### src/rtl/slr_pkg.sv
// Shared constants and types of the low-power and reset-status unit
`default_nettype none
package slr_pkg;
  // APB address width: word index times four
  localparam int ADDR_W = 18;
  // Register indices; byte address is index times four
  localparam logic [15:0] IDX_BREAK_STATUS = 16'hFE00;
  localparam logic [15:0] IDX_RESET_SOURCE = 16'hFE01;
  localparam logic [15:0] IDX_BREAK_FLAG_CTRL = 16'hFE03;
  // Field positions
  localparam int BS_LOWPWR_BIT = 1;
  localparam int BFC_CLEAR_EN_BIT = 7;
  localparam int RS_POR_BIT = 7;
  localparam int RS_PIN_BIT = 6;
  localparam int RS_WDOG_BIT = 5;
  localparam int RS_ILLEGAL_OPCODE_FLAG_BIT = 4;
  localparam int RS_ILLEGAL_FETCH_ADDRESS_FLAG_BIT = 3;
  localparam int RS_MONITOR_BIT = 2;
  localparam int RS_BROWNOUT_BIT = 1;
  // Reset values
  localparam logic [7:0] BS_RESET = 8'h00;
  localparam logic [7:0] BFC_RESET = 8'h00;
  localparam logic [7:0] RS_RESET = 8'h80;
  // Vector byte that marks a blank part
  localparam logic [7:0] BLANK_VECTOR = 8'hFF;
  // Stop recovery, in cycles of the fastest bus clock
  localparam int RECOVERY_LONG_CYC = 4096;
  localparam int RECOVERY_SHORT_CYC = 32;
  localparam int RECOVERY_CNT_W = 13;
  // Low-power state machine
  typedef enum logic [3:0] {
    SLR_RUN = 4'h1,
    SLR_WAIT = 4'h2,
    SLR_STOP = 4'h4,
    SLR_RECOVER = 4'h8
  } slr_state_t;
endpackage : slr_pkg
`default_nettype wire

### src/rtl/slr_if.sv
// Interface between the top and its timer and reset-status modules
`default_nettype none
interface slr_if;
  logic tmr_clear;
  logic tmr_short;
  logic tmr_done;
  logic [7:0] rs_events;
  logic [7:0] rs_clear_mask;
  logic [7:0] rs_flags;
  modport top (output tmr_clear, tmr_short, rs_events, rs_clear_mask,
               input tmr_done, rs_flags);
  modport timer (input tmr_clear, tmr_short, output tmr_done);
  modport status (input rs_events, rs_clear_mask, output rs_flags);
endinterface : slr_if
`default_nettype wire

### src/rtl/slr_recovery_timer.sv
// Stop-recovery counter, held clear outside recovery
`default_nettype none
module slr_recovery_timer #(
  parameter int LONG_CYC = slr_pkg::RECOVERY_LONG_CYC,
  parameter int SHORT_CYC = slr_pkg::RECOVERY_SHORT_CYC
) (
  // Clock and reset
  input wire logic clock,
  input wire logic reset_n,
  // Control from the top
  slr_if.timer tif
);
  typedef struct packed {
    logic [slr_pkg::RECOVERY_CNT_W-1:0] cnt;
  } slr_tmr_state_t;

  localparam logic [slr_pkg::RECOVERY_CNT_W-1:0] LAST_LONG =
    slr_pkg::RECOVERY_CNT_W'(LONG_CYC - 1);
  localparam logic [slr_pkg::RECOVERY_CNT_W-1:0] LAST_SHORT =
    slr_pkg::RECOVERY_CNT_W'(SHORT_CYC - 1);

  slr_tmr_state_t s_q;
  slr_tmr_state_t s_d;
  logic [slr_pkg::RECOVERY_CNT_W-1:0] last;

  assign last = tif.tmr_short ? LAST_SHORT : LAST_LONG;
  assign tif.tmr_done = ~tif.tmr_clear && (s_q.cnt == last);

  always_comb
  begin
    s_d = s_q;
    if (tif.tmr_clear)
    begin
      s_d.cnt = '0;
    end
    else if (s_q.cnt != last)
    begin
      s_d.cnt = s_q.cnt + 1'b1;
    end
  end

  always_ff @(posedge clock)
  begin
    if (!reset_n)
    begin
      s_q <= '0;
    end
    else
    begin
      s_q <= s_d;
    end
  end
endmodule : slr_recovery_timer
`default_nettype wire

### src/rtl/slr_reset_status.sv
// Reset-source flags: set by events, cleared bit by bit on read
`default_nettype none
module slr_reset_status (
  // Clock and reset
  input wire logic clock,
  input wire logic reset_n,
  // Events and read clear from the top
  slr_if.status sif
);
  typedef struct packed {
    logic [7:0] flags;
  } slr_rs_state_t;

  slr_rs_state_t s_q;
  slr_rs_state_t s_d;

  assign sif.rs_flags = s_q.flags;

  always_comb
  begin
    s_d = s_q;
    // Only bits already returned are cleared; a new event wins
    s_d.flags = (s_q.flags & ~sif.rs_clear_mask) | sif.rs_events;
  end

  always_ff @(posedge clock)
  begin
    if (!reset_n)
    begin
      s_q.flags <= slr_pkg::RS_RESET;
    end
    else
    begin
      s_q <= s_d;
    end
  end
endmodule : slr_reset_status
`default_nettype wire

### src/rtl/slr_top.sv
// Top of the low-power sequencer and reset-status unit
// Contract
// - Break without clear enable protects flags
// - Clear enable lets flags clear in break
// - Two-step clears stay protected across break
// - Wait or stop clears interrupt mask
// - Low-power holds CPU unclocked until wake
// - Wait stops CPU clock, peripherals run
// - Wait interrupt wakes, stacking next cycle
// - Reset or emulation break ends wait
// - Watchdog runs in wait unless disabled
// - Stop clears counter, stops all clocks
// - Stop ends on interrupt, reset, break
// - Recovery 4096 cycles, or 32 short
// - Counter held clear until recovery starts
// - Three registers at their indices
// - Reset status read clears its flags
// - Power-on sets only its flag
// - Several reset flags may coexist
// - Separate flags for each reset source
// - Blank vectors without test voltage flag
// - Clear enable bit readable and writable
//
// Our own choice: the APB slave port.
`default_nettype none
module slr_top #(
  parameter int LONG_CYC = slr_pkg::RECOVERY_LONG_CYC,
  parameter int SHORT_CYC = slr_pkg::RECOVERY_SHORT_CYC
) (
  // Clock and reset
  input wire logic clock,
  input wire logic reset_n,
  // APB slave
  input wire logic psel,
  input wire logic penable,
  input wire logic pwrite,
  input wire logic [slr_pkg::ADDR_W-1:0] paddr,
  input wire logic [31:0] pwdata,
  input wire logic [3:0] pstrb,
  output logic [31:0] prdata,
  output logic pready,
  output logic pslverr,
  // CPU core
  input wire logic wait_exec,
  input wire logic stop_exec,
  input wire logic module_irq,
  input wire logic break_req,
  input wire logic break_active,
  input wire logic emulation_mode,
  output logic cpu_clock_en,
  output logic periph_clock_en,
  output logic imask_clear,
  output logic stack_start,
  // Peripheral flag protection
  output logic flag_clear_allow,
  // Configuration bits
  input wire logic short_recovery_select,
  input wire logic watchdog_disable_bit,
  output logic watchdog_enable,
  // Reset sources
  input wire logic rst_pin_evt,
  input wire logic rst_watchdog_evt,
  input wire logic rst_illegal_opcode_evt,
  input wire logic rst_illegal_fetch_evt,
  input wire logic rst_brownout_evt,
  input wire logic [7:0] reset_vector_hi,
  input wire logic [7:0] reset_vector_lo,
  input wire logic irq_at_test_voltage
);
  typedef struct packed {
    slr_pkg::slr_state_t st;
    logic clr_en;
    logic lp_flag;
    logic por_chk;
    logic [31:0] rdata;
    logic rdy;
    logic err;
    logic cpu_ck;
    logic per_ck;
    logic imask_clr;
    logic stack;
    logic wdog_en;
    logic clr_allow;
  } slr_top_state_t;

  localparam slr_top_state_t TOP_RESET = '{
    st: slr_pkg::SLR_RUN,
    clr_en: slr_pkg::BFC_RESET[slr_pkg::BFC_CLEAR_EN_BIT],
    lp_flag: slr_pkg::BS_RESET[slr_pkg::BS_LOWPWR_BIT],
    por_chk: 1'b1,
    cpu_ck: 1'b1,
    per_ck: 1'b1,
    clr_allow: 1'b1,
    default: '0
  };

  localparam logic [slr_pkg::ADDR_W-1:0] ADDR_BS =
    {slr_pkg::IDX_BREAK_STATUS, 2'b00};
  localparam logic [slr_pkg::ADDR_W-1:0] ADDR_RS =
    {slr_pkg::IDX_RESET_SOURCE, 2'b00};
  localparam logic [slr_pkg::ADDR_W-1:0] ADDR_BFC =
    {slr_pkg::IDX_BREAK_FLAG_CTRL, 2'b00};

  slr_top_state_t s_q;
  slr_top_state_t s_d;
  slr_if tif ();

  logic setup;
  logic done;
  logic any_rst;
  logic [7:0] events;

  ////////////////////////////////////////////////////////////////////////////
  // Submodules

  slr_recovery_timer #(
    .LONG_CYC(LONG_CYC),
    .SHORT_CYC(SHORT_CYC)
  ) u_timer (
    .clock(clock),
    .reset_n(reset_n),
    .tif(tif.timer)
  );

  slr_reset_status u_status (
    .clock(clock),
    .reset_n(reset_n),
    .sif(tif.status)
  );

  ////////////////////////////////////////////////////////////////////////////
  // Glue

  assign setup = psel && !penable;
  assign done = psel && penable && s_q.rdy;
  assign any_rst = rst_pin_evt || rst_watchdog_evt || rst_illegal_opcode_evt
                   || rst_illegal_fetch_evt || rst_brownout_evt;

  always_comb
  begin
    events = '0;
    events[slr_pkg::RS_PIN_BIT] = rst_pin_evt;
    events[slr_pkg::RS_WDOG_BIT] = rst_watchdog_evt;
    events[slr_pkg::RS_ILLEGAL_OPCODE_FLAG_BIT] = rst_illegal_opcode_evt;
    events[slr_pkg::RS_ILLEGAL_FETCH_ADDRESS_FLAG_BIT] = rst_illegal_fetch_evt;
    events[slr_pkg::RS_BROWNOUT_BIT] = rst_brownout_evt;
    // Checked once, in the first cycle after power-on
    events[slr_pkg::RS_MONITOR_BIT] = s_q.por_chk
      && (reset_vector_hi == slr_pkg::BLANK_VECTOR)
      && (reset_vector_lo == slr_pkg::BLANK_VECTOR)
      && !irq_at_test_voltage;
  end

  assign tif.rs_events = events;
  // Clear exactly the bits handed out, so a late event survives
  assign tif.rs_clear_mask = (done && !pwrite && paddr == ADDR_RS)
                             ? s_q.rdata[7:0] : 8'h00;
  // Counter runs only during recovery
  assign tif.tmr_clear = (s_q.st != slr_pkg::SLR_RECOVER);
  assign tif.tmr_short = short_recovery_select;

  ////////////////////////////////////////////////////////////////////////////
  // Next state

  always_comb
  begin
    s_d = s_q;
    s_d.imask_clr = 1'b0;
    s_d.stack = 1'b0;
    s_d.rdy = 1'b0;
    s_d.err = 1'b0;
    s_d.por_chk = 1'b0;

    // Registers answer in the access cycle straight after setup
    if (setup)
    begin
      s_d.rdy = 1'b1;
      s_d.rdata = 32'h0000_0000;
      case (paddr)
        ADDR_BS:
        begin
          s_d.rdata[slr_pkg::BS_LOWPWR_BIT] = s_q.lp_flag;
        end
        ADDR_RS:
        begin
          s_d.rdata[7:0] = tif.rs_flags;
        end
        ADDR_BFC:
        begin
          s_d.rdata[slr_pkg::BFC_CLEAR_EN_BIT] = s_q.clr_en;
        end
        default:
        begin
          s_d.err = 1'b1;
        end
      endcase
    end
    else if (psel && penable && !s_q.rdy)
    begin
      s_d.rdy = 1'b1;
    end

    if (done && pwrite && pstrb[0] && !s_q.err)
    begin
      case (paddr)
        ADDR_BS:
        begin
          // Writing zero clears; writing one has no effect
          if (!pwdata[slr_pkg::BS_LOWPWR_BIT])
          begin
            s_d.lp_flag = 1'b0;
          end
        end
        ADDR_BFC:
        begin
          s_d.clr_en = pwdata[slr_pkg::BFC_CLEAR_EN_BIT];
        end
        default:
        begin
          s_d.clr_en = s_q.clr_en;
        end
      endcase
    end

    // Low-power sequencing; after the write so a set wins over a clear
    case (s_q.st)
      slr_pkg::SLR_RUN:
      begin
        if (wait_exec)
        begin
          s_d.st = slr_pkg::SLR_WAIT;
          s_d.imask_clr = 1'b1;
        end
        else if (stop_exec)
        begin
          s_d.st = slr_pkg::SLR_STOP;
          s_d.imask_clr = 1'b1;
        end
      end
      slr_pkg::SLR_WAIT:
      begin
        if (any_rst)
        begin
          s_d.st = slr_pkg::SLR_RUN;
        end
        else if (module_irq)
        begin
          s_d.st = slr_pkg::SLR_RUN;
          s_d.stack = 1'b1;
        end
        else if (break_req && emulation_mode)
        begin
          s_d.st = slr_pkg::SLR_RUN;
          s_d.stack = 1'b1;
          s_d.lp_flag = 1'b1;
        end
      end
      slr_pkg::SLR_STOP:
      begin
        if (any_rst)
        begin
          s_d.st = slr_pkg::SLR_RUN;
        end
        else if (module_irq || break_req)
        begin
          s_d.st = slr_pkg::SLR_RECOVER;
          if (break_req)
          begin
            s_d.lp_flag = 1'b1;
          end
        end
      end
      slr_pkg::SLR_RECOVER:
      begin
        if (any_rst)
        begin
          s_d.st = slr_pkg::SLR_RUN;
        end
        else if (tif.tmr_done)
        begin
          // Stacking waits for the full recovery count
          s_d.st = slr_pkg::SLR_RUN;
          s_d.stack = 1'b1;
        end
      end
      default:
      begin
        s_d.st = slr_pkg::SLR_RUN;
      end
    endcase

    s_d.cpu_ck = (s_d.st == slr_pkg::SLR_RUN);
    s_d.per_ck = (s_d.st == slr_pkg::SLR_RUN)
                 || (s_d.st == slr_pkg::SLR_WAIT);
    s_d.wdog_en = !watchdog_disable_bit;
    // Peripherals hold their two-step state; they only need this gate
    s_d.clr_allow = !break_active || s_q.clr_en;
  end

  always_ff @(posedge clock)
  begin
    if (!reset_n)
    begin
      s_q <= TOP_RESET;
    end
    else
    begin
      s_q <= s_d;
    end
  end

  ////////////////////////////////////////////////////////////////////////////
  // Outputs

  assign prdata = s_q.rdata;
  assign pready = s_q.rdy;
  assign pslverr = s_q.err;
  assign cpu_clock_en = s_q.cpu_ck;
  assign periph_clock_en = s_q.per_ck;
  assign imask_clear = s_q.imask_clr;
  assign stack_start = s_q.stack;
  assign watchdog_enable = s_q.wdog_en;
  assign flag_clear_allow = s_q.clr_allow;
endmodule : slr_top
`default_nettype wire

### config.mk
export PLATFORM = sky130hd
export DESIGN_NAME = slr_top
export DESIGN_NICKNAME = d
export VERILOG_FILES = /design/src/rtl/slr_pkg.sv /design/src/rtl/slr_if.sv /design/src/rtl/slr_recovery_timer.sv /design/src/rtl/slr_reset_status.sv /design/src/rtl/slr_top.sv
export SDC_FILE = /design/constraint.sdc
export NUM_CORES = 1
export LEC_CHECK = 0
export ABC_CLOCK_PERIOD_IN_PS = 2800
export BUFFER_PORTS_ARGS = -buffer_cell sky130_fd_sc_hd__buf_2
export CAP_MARGIN = 5
export CORE_UTILIZATION = 30
export DETAILED_ROUTE_END_ITERATION = 12
export MAX_ROUTING_LAYER = met4
export PLACE_DENSITY_LB_ADDON = 0.08
export SLEW_MARGIN = 0
export SYNTH_ARGS = -nofsm -noshare
export SYNTH_HDL_FRONTEND = slang
export SYNTH_HIERARCHICAL = 1
export SYNTH_SLANG_ARGS = --single-unit
### constraint.sdc
create_clock -name clock -period 2.8 [get_ports clock]
set_clock_uncertainty 0.2 [all_clocks]
set_input_delay 0.56 -clock clock [delete_from_list [all_inputs] [get_ports clock]]
set_output_delay 0.56 -clock clock [all_outputs]
set_load 0.01 [all_outputs]
# Word-level counts from Yosys, hierarchy flattened
# Cells that the tools add are included.
word_totals:
  n_memories: 0
  mem_bits_ro: 0
  reg_bits: 44
  latchBits: 0
  ramBits: 0
  wordCells: 109
  out_inout_bits: 40
  in_bits: 89
op_classes:
  n_reduce_logical: 33
  mul: 0
  n_shift: 0
  n_mux: 41
  eq_ne: 14
  div: 0
  n_addsub: 1
  n_lt_le_gt_ge: 0
  n_bitwise: 5
op_table:
  columns: ["op", "count"]
  rows:
  - ["$eq A18 B18 Y1 const B", 3]
  - ["$mux W41", 1]
  - ["$mux W4", 9]
  - ["$mux W1", 22]
  - ["$eq A8 B8 Y1 const B", 2]
  - ["$mux W8", 2]
  - ["$pmux W4 S4", 1]
  - ["$logic_and A1 B1 Y1", 14]
  - ["$add A13 B1 Y13 const B", 1]
  - ["$eq A13 B13 Y1", 1]
  - ["$ne A13 B13 Y1", 1]
  - ["$mux W12", 1]
  - ["$and A8 B8 Y8", 1]
  - ["$eq A4 B1 Y1 const B", 2]
  - ["$eq A4 B2 Y1 const B", 2]
  - ["$not A8 Y8", 1]
  - ["$or A8 B7 Y8", 1]
  - ["$pmux W1 S2", 4]
  - ["$logic_not A1 Y1", 7]
  - ["$logic_or A1 B1 Y1", 7]
  - ["$reduce_and A2 Y1", 3]
  - ["$mux W5", 1]
  - ["$eq A4 B3 Y1 const B", 1]
  - ["$eq A4 B4 Y1 const B", 1]
  - ["4 further kinds", 5]

# Depth between registers and ports, before layout
# Gate-level depths: netlist (run 1).
logic_depth:
  word_depth: 10
  mapped_depth: 10
  depth_no_buf: 9

# By module
# The synthesis (run 1) kept the hierarchy.
modules_own_cells:
  columns: ["module", "seq_area_each_um2", "area_each_um2", "cells_each", "instances"]
  rows:
  - ["slr_top", 460.4, 1390.1, 167, 1]
  - ["slr_recovery_timer", 260.2, 733.2, 81, 1]
  - ["slr_reset_status", 160.2, 330.3, 25, 1]

# Worst setup path before layout (run 1)
# Ideal clock, no wire load.
synth_path:
  path_kind: "input to register"
  startpoint: "input port paddr[1] (netlist bit)"
  endpoint: "register u_status.s_q (netlist bit u_status/sif.rs_flags[0])"
  n_path_buf: 0
  required_time_ns: 2.485
  path_slack_ns: 0.465
  setup_ns: 0.115
  path_stages: 6
  arrival_ns: 2.020
  path_cell_list: "or4_4 nor4_4 and3_1 and2_1 nor2b_4 o21a_1"
synth_between:
  elab_chain_len: 6
synth_lines:
  columns: ["element", "line", "source"]
  rows:
  - ["start, declared", "slr_top.sv:37", "input wire logic [slr_pkg::ADDR_W-1:0] paddr,"]
  - ["$eq A18 B18 Y1", "slr_top.sv:156", "assign tif.rs_clear_mask = (done && !pwrite && paddr == ADDR_RS)"]
  - ["$logic_and A1 B1 Y1", "slr_top.sv:156", null]
  - ["$mux W8", "slr_top.sv:157", "? s_q.rdata[7:0] : 8'h00;"]
  - ["named net tif.rs_clear_mask[0]", "slr_if.sv:8", "logic [7:0] rs_clear_mask;"]
  - ["$not A8 Y8", "slr_reset_status.sv:23", "s_d.flags = (s_q.flags & ~sif.rs_clear_mask) | sif.rs_events;"]
  - ["$and A8 B8 Y8", "slr_reset_status.sv:23", null]
  - ["$or A8 B7 Y8", "slr_reset_status.sv:23", null]
  - ["end, declared", "slr_reset_status.sv:14", "slr_rs_state_t s_q;"]
# The timed path passes the listed nets, and every way through them passes these cells.
# A chain may end at the register's enable or synchronous reset.

# Worst setup path in the final report (run 1)
layout_path:
  startpoint: "input port paddr[1] (netlist bit)"
  endpoint: "register u_status.s_q (netlist bit u_status/sif.rs_flags[3])"
# The elaborated chain is that of the path after synthesis.

==> results of run 1 <==
[cells in the final DEF, fill, tap and decap left out, types with 3 or more instances in the layout]
| cell type | Yosys | routed |
|---|---|---|
| o21a_1 | 7 | 7 |
| and3_1 | 5 | 5 |
| xor2_1 | 4 | 4 |
| nand3_1 | 7 | 7 |
| and4_1 | 3 | 3 |
| conb_1 | 1 | 26 |
| and2_1 | 8 | 8 |
| buf_2 | 1 | 71 |
| dfxtp_1 | 44 | 44 |
| nand4_1 | 17 | 17 |
| nor4_1 | 3 | 3 |
| nor2b_1 | 3 | 3 |
| a21oi_1 | 19 | 19 |
| nand2b_1 | 7 | 7 |
| a31oi_1 | 3 | 3 |
| nor3_1 | 6 | 6 |
| a2111o_1 | 4 | 4 |
| nand3b_1 | 3 | 3 |
| mux2i_1 | 3 | 3 |
| clkbuf_8 | 0 | 5 |
| buf_4 | 33 | 6 |
| o21ai_1 | 5 | 5 |
| or4b_1 | 3 | 3 |
| o21ai_0 | 3 | 3 |
| inv_1 | 3 | 3 |
| nor2_1 | 9 | 9 |
| a211oi_1 | 3 | 3 |
| nor2b_4 | 7 | 7 |
| nand2_1 | 24 | 24 |
[worst max-delay path, cell delays in order]
cell     delay (ns)
buf_2          0.09
or4_4          0.54
nor4_4         0.30
and3_1         0.38
and2_1         0.23
nor2b_4        0.05
o21a_1         0.15
[registers in the layout, indices dropped and copies added, names as in the netlist]
name,flops
flag_clear_allow,1
imask_clear,1
cpu_clock_en,1
pready,1
prdata,8
u_timer/s_q,13
u_status/sif.rs_flags,8
stack_start,1
watchdog_enable,1
periph_clock_en,1
pslverr,1
s_q,7
[report_power, final]
part,total [mW],switching [mW],internal (mW)
registers,0.659,0.0123,0.647
clock network,0.399,0.225,0.174
logic,0.161,0.0857,0.0749
[routing by layer]
metal,up-vias,track usage [%],wire (um)
met2,78,20.4,2590
met5,-,-,0
met4,0,3.91,54
li1,1080,-,-
met1,974,17.8,2670
met3,4,2.79,249
[area by class of cell]
| type | instances | share of cell area (%) |
|---|---|---|
| timing repair buffer | 77 | 14.0 |
| clock buffer | 5 | 2.40 |
| multi-input combinational | 209 | 47.3 |
| clock inverter | 3 | 0.654 |
| sequential | 44 | 30.7 |
| tap | 102 | 4.45 |
| inverter | 4 | 0.523 |
[how the worst min path moves through the flow]
stage                                        endpoint  slack (ns)  cells past startpoint
after floorplan           flag_clear_allow$_SDFF_PN1_        0.23                      1
after global placement              pready$_SDFF_PN0_        0.25                      1
after detailed placement            pready$_SDFF_PN0_        0.25                      1
after CTS                  watchdog_enable$_SDFF_PN0_        0.19                      2
after global routing       watchdog_enable$_SDFF_PN0_        0.19                      2
final                      watchdog_enable$_SDFF_PN0_        0.20                      2
[per-stage QoR]
stage | instances | hold WS [ns]
after floorplan | 298 | 0.232
after global placement | 436 | 0.247
after detailed placement | 436 | 0.247
after CTS | 444 | 0.191
after global routing | 444 | 0.189
final | 444 | 0.201
[logic make-up after synthesis]
group	count (synthesis)	synth area share (%)
DFF	44	35.9
and+or+nand+nor	115	30.5
AOI/OAI and AO/OA	59	17.2
buffers and inverters	45	12.6
adders and majority gates	1	0.510
muxes	4	1.68
xor gates and xnor gates	4	1.43
other	1	0.153
==> key figures, run 1 <==
Yosys
  • Main synth FF type: dfxtp_1
  • Ys async rst share: 0%
  • FF+latch count, synth: 44
  • Count of flip-flops with a built-in enable after synthesis: 0
  • Synth Instances: 273
  • Register area share after synthesis: 35.9%
  • Yosys top cell area share: 35.9%
  • Post-synthesis cell type count: 55
  • Synth area leader: dfxtp_1
  • Avg Inst Size Synth: 8.99 sq um
  • Count leader, synth: dfxtp_1
  • Largest cells by area after synthesis: dfxtp_1 (36%), buf_4 (10%), nand4_1 (4.3%)
  • Yosys Warn Count: 6
  • Synthesized cell area: 0.00245 sq mm
  • Synth top cells by count: dfxtp_1 (44), buf_4 (33), nand2_1 (24)

STA
  • Fin crit period: 2.29 ns
  • Worst Setup Slack, final: 0.505 ns
  • Final slew viol count: 0
  • Final Hold Viols: 0
  • Highest Clock Rate: 0.436 GHz
  • Post-route setup TNS: 0 ns
  • Final setup viols: 0
  • RSZ-0062 raised after global routing: false
  • Worst Tran Pin Value: 0.599 ns
  • Relative slew slack: 60.0%
  • Period utilisation layout: 82.0%

Hold path
  • Hold path startpoint: watchdog_disable_bit
  • Hold Path Class: input port to flip-flop

Global route
  • Overflow after GRT: 0
  • Initial antenna violation count: 0
  • First-pass GRT wire length: 8900 um
  • Vias in the first global route: 1834
  • Largest net degree at the start of global routing: 18
  • GRT Overall Usage: 13.4%

Worst setup path
  • Setup crit end kind: flip-flop
  • FF-to-FF path depth: 8
  • Crit start category: input port
  • Worst R2R End: periph_clock_en$_SDFF_PN1_
  • Crit Path Class: input port to flip-flop
  • CP endpoint: u_status/sif.rs_flags[3]$_SDFF_PN0_
  • Start of the worst register-to-register path: u_timer/s_q[8]$_SDFFE_PP0P_
  • Flop2flop setup slack: 0.58 ns
  • CP Data Arrival Time: 2.30 ns
  • Setup crit start: paddr[1]
  • WP data required: 2.80 ns
  • CP max FO: 8

Power
  • PD cells: 425 mW/mm^2
  • Power, Total: 1.22 mW
  • LEAKAGE: 1.24 nW
  • Max IR drop VDD: 0.000188 V

Place
  • Hpwl dp: 4190 um
  • Cell Area, Placed: 0.00278 sq mm
  • Count of buffers from port buffering: 71
  • Place WS: 0.178 ns
  • Placer congestion estimate: 0.776

Final layout
  • Fillers: 830
  • Layout net count: 431
  • Register Area: 881 sq um
  • Post-Route Utilization: 36.7%
  • Area occupied by multi-input gates: 0.00136 sq mm
  • Share of cells above drive strength 1: 29.8%
  • Design area: 0.00287 sq mm
  • Area delta synth->final: 16.9%
  • ANT cells: 0

Clock network
  • Clock-pin slew on the worst setup and hold paths: 0.09 ns
  • Post-CTS Setup Repair Bufs: 0
  • CTS tree: yes
  • Post-CTS sizing: 0
  • Clk sinks: 44
  • H-tree lvl count: 2
  • Cts hold-fix bufs: 0
  • Cts bufs inserted: 5
  • Skew-Pair Late Insertion Delay: 0.29 ns
  • Clock Path Buffers: 2
  • CTS root buf: clkbuf_8

Detailed routing
  • Vias per cell: 4.81
  • Drt total wl: 5560 um
  • Wirelength per Cell: 12.5 um
  • Remaining DRCs: 0
  • Drt first pass iters: 4
  • Post-route ant nets: 0
  • Number of DRC markers in iteration 0: 66
  • Via count: 2136

Floorplanning
  • Initial Utilization: 31.4%
  • Core Rows: 32
  • Die area: 0.00854 sq mm
  • Die width: 92.4 um
  • IO Pins: 129
  • Die Y-Extent: 92.4 um
  • Core area: 0.00781 sq mm

Outcome
  • Status: completed

Run
  • Max cap viols: 0
Note: power is estimated with default switching activity, not from simulation.
==> inputs of run 2 (changes only) <==
--- a/config.mk
+++ b/config.mk
@@ -5,7 +5,8 @@
 export SDC_FILE = /design/constraint.sdc
 export NUM_CORES = 1
 export LEC_CHECK = 0
-export ABC_CLOCK_PERIOD_IN_PS = 2800
+export ABC_AREA = 1
+export ABC_CLOCK_PERIOD_IN_PS = 2300
 export BUFFER_PORTS_ARGS = -buffer_cell sky130_fd_sc_hd__buf_2
 export CAP_MARGIN = 5
 export CORE_UTILIZATION = 30
==> constraint.sdc (replaced) <==
create_clock -name clock -period 2.3 [get_ports clock]
set_clock_uncertainty 0.2 [all_clocks]
set_input_delay 0.46 -clock clock [delete_from_list [all_inputs] [get_ports clock]]
set_output_delay 0.46 -clock clock [all_outputs]
set_load 0.01 [all_outputs]
==> key figures, run 2 <==
Floorplanning
  • Die width: 98.1 um (was 92.4 um)
  • IO Pins: 129 (unchanged)
  • Die area: 0.00961 sq mm (was 0.00854 sq mm)
  • Core Rows: 34 (was 32)
  • Initial Utilization: 31.4% (about the same)
  • Core area: 0.00881 sq mm (was 0.00781 sq mm)
  • Die Y-Extent: 98.1 um (was 92.4 um)

Yosys
  • Post-synthesis cell type count: 33 (was 55)
  • Synth Instances: 424 (was 273)
  • Count of flip-flops with a built-in enable after synthesis: 0 (unchanged)
  • Register area share after synthesis: 31.8% (was 35.9%)
  • Synth top cells by count: nand2_1 (78), inv_1 (67), nor2_1 (59) (was dfxtp_1 (44), buf_4 (33), nand2_1 (24))
  • Avg Inst Size Synth: 6.53 sq um (was 8.99 sq um)
  • Yosys top cell area share: 31.8% (was 35.9%)
  • FF+latch count, synth: 44 (unchanged)
  • Ys async rst share: 0% (unchanged)
  • Synth area leader: dfxtp_1 (unchanged)
  • Synthesized cell area: 0.00277 sq mm (was 0.00245 sq mm)
  • Largest cells by area after synthesis: dfxtp_1 (32%), nand2_1 (11%), inv_1 (9.1%) (was dfxtp_1 (36%), buf_4 (10%), nand4_1 (4.3%))
  • Yosys Warn Count: 6 (unchanged)
  • Main synth FF type: dfxtp_1 (unchanged)
  • Count leader, synth: nand2_1 (was dfxtp_1)

Outcome
  • Failing checks: design-rule violations
  • Status: finished, violations left (was completed)

STA
  • Post-route setup TNS: 0 ns (unchanged)
  • Hold WS: 0.104 ns (was 0.201 ns)
  • Highest Clock Rate: 0.534 GHz
  • Worst Setup Slack, final: 0.428 ns (was 0.505 ns)
  • Period utilisation layout: 81.4%
  • Final slew viol count: 0 (unchanged)
  • RSZ-0062 raised after global routing: false (unchanged)
  • Final Hold Viols: 0 (unchanged)
  • Fin crit period: 1.87 ns
  • Final setup viols: 0 (unchanged)

Global route
  • Largest net degree at the start of global routing: 15 (was 18)
  • Overflow after GRT: 0 (unchanged)
  • Met3 Usage GRT: 2.43% (was 2.79%)
  • Vias in the first global route: 2386 (was 1834)
  • Met1 usage in global routing: 17.5% (was 17.8%)
  • GR Util met2: 22.6% (was 20.4%)
  • First-pass GRT wire length: 10600 um (was 8900 um)
  • GRT Overall Usage: 13.9% (was 13.4%)
  • Initial antenna violation count: 0 (unchanged)
  • Layer with the highest usage: met2 (unchanged)

Final layout
  • Fillers: 1012 (was 830)
  • Layout net count: 584 (was 431)
  • Number of flip-flops in the largest register: 13 (unchanged)
  • Share of cells above drive strength 1: 24.2% (was 29.8%)
  • ANT cells: 0 (unchanged)
  • Most frequent cells in the layout: nand2_1 (78), buf_2 (71), inv_1 (67) (was buf_2 (71), dfxtp_1 (44), conb_1 (26))
  • Most common cell after layout, fill and taps aside: nand2_1 (was buf_2)
  • Largest Register: u_timer/s_q (unchanged)
  • Post-Route Utilization: 36.6% (was 36.7%)
  • Area delta synth->final: 16.3% (was 16.9%)
  • Design area: 0.00322 sq mm (was 0.00287 sq mm)

Worst setup path
  • Worst path cell trace: ha_1, nand2_1, nor3_4, nand3_2, nand2_1, inv_1, nor2_1 (was buf_2, or4_4, nor4_4, and3_1, and2_1, nor2b_4, o21a_1)
  • Worst path max stage delay: 0.40 ns (was 0.54 ns)
  • Crit start category: flip-flop (was input port)
  • CP Data Arrival Time: 1.91 ns (was 2.30 ns)
  • Cell mode on critical path: nand2_1
  • CP max FO: 12 (was 8)
  • Setup crit end kind: flip-flop (unchanged)
  • CP max stage cell: dfxtp_1 (was or4_4)
  • WP data required: 2.34 ns (was 2.80 ns)
  • Crit Path Class: flip-flop to flip-flop (was input port to flip-flop)

Place
  • Placer congestion estimate: 0.824 (was 0.776)
  • Cell Area, Placed: 0.00311 sq mm (was 0.00278 sq mm)
  • Count of buffers from port buffering: 71 (unchanged)
  • Place WS: 0.418 ns (was 0.178 ns)
  • Hpwl dp: 4950 um (was 4190 um)

Clock network
  • CTS tree: yes (unchanged)
  • Cts hold-fix bufs: 0 (unchanged)
  • Post-CTS Setup Repair Bufs: 0 (unchanged)
  • Skew-Pair Late Insertion Delay: 0.30 ns (was 0.29 ns)
  • Clock Path Buffers: 2 (unchanged)
  • Cts bufs inserted: 5 (unchanged)
  • H-tree lvl count: 2 (unchanged)
  • Post-CTS sizing: 0 (unchanged)
  • CTS root buf: clkbuf_8 (unchanged)
  • Clock-pin slew on the worst setup and hold paths: 0.09 ns (about the same)
  • Clk sinks: 44 (unchanged)

Detailed routing
  • Wirelength per Cell: 10.3 um (was 12.5 um)
  • Remaining DRCs: 9 (was 0)
  • Post-route ant nets: 0 (unchanged)
  • Number of DRC markers in iteration 0: 69 (was 66)
  • Drt total wl: 6240 um (was 5560 um)
  • Vias per cell: 4.30 (was 4.81)
  • Drt first pass iters: 8 (was 4)
  • Via count: 2595 (was 2136)

Power
  • LEAKAGE: 1.54 nW (was 1.24 nW)
  • Max IR drop VDD: 0.000230 V (was 0.000188 V)
  • PD cells: 505 mW/mm^2 (was 425 mW/mm^2)

Run
  • Max cap viols: 0 (unchanged)

Hold path
  • Hold Path Class: input port to flip-flop (unchanged)
## run 2: where the power goes
group	leakage (nW)	internal (mW)	switching (mW)
combinational	1.12	0.0854	0.131
clock	0.0541	0.322	0.278
sequential	0.360	0.794	0.0172
total	1.54	1.20	0.426
## run 2: metal layers
| layer | wire (um) | share of wire [%] |
|---|---|---|
| met5 | 0 | 0 |
| met4 | 77 | 1.2 |
| met2 | 2750 | 44 |
| met1 | 3110 | 50 |
| met3 | 296 | 4.7 |
## run 2: critical path: cells and delay by family (launching register included)
kind | cells | cell delay, ns
buffers and inverters | 1 | 0.05
AND/OR/NAND/NOR | 5 | 0.96
adder cells (fa/ha/maj) | 1 | 0.20
flip-flops | 1 | 0.40
## run 2: area by class of cell
cell class,instances,area (sq um),area share (%)
multi-input combinational,289,1410,43.9
sequential,44,881,27.4
timing repair buffer,74,378,11.7
inverter,80,300,9.33
tap,108,135,4.20
clock buffer,5,68.8,2.14
clock inverter,3,42.5,1.32
## run 2: logic make-up (layout without fill, tap and decap cells)
family,Yosys count,after routing,synth area share (%)
XOR/XNOR,7,7,2.22
flip-flops,44,44,31.8
buffers and inverters,116,162,20.5
other,1,26,0.135
AO/OA/AOI/OAI,36,36,6.78
adder cells (fa/ha/maj),1,1,0.452
AND/OR/NAND/NOR,219,219,38.1
## run 2: per-stage QoR
step / cells / power [mW]
6_report: 603 / 1.63
5_1_grt: 603 / 1.72
4_1_cts: 603 / 1.66
3_5_place_dp: 595 / 1.05
3_3_place_gp: 595 / 1.04
2_1_floorplan: 449 / 0.987
## run 2: path summary, 6_finish.rpt
check                                                         start                                  end  slack (ns)  depth (start not counted)
worst max-delay path                    u_timer/s_q[0]$_SDFFE_PP0P_          u_timer/s_q[9]$_SDFFE_PP0P_        0.43                          7
worst min-delay path                           watchdog_disable_bit           watchdog_enable$_SDFF_PN0_        0.10                          2
worst max register to register          u_timer/s_q[0]$_SDFFE_PP0P_          u_timer/s_q[9]$_SDFFE_PP0P_        0.43                          7
worst min register to register  u_status/sif.rs_flags[7]$_SDFF_PN1_  u_status/sif.rs_flags[7]$_SDFF_PN1_        0.27                          2
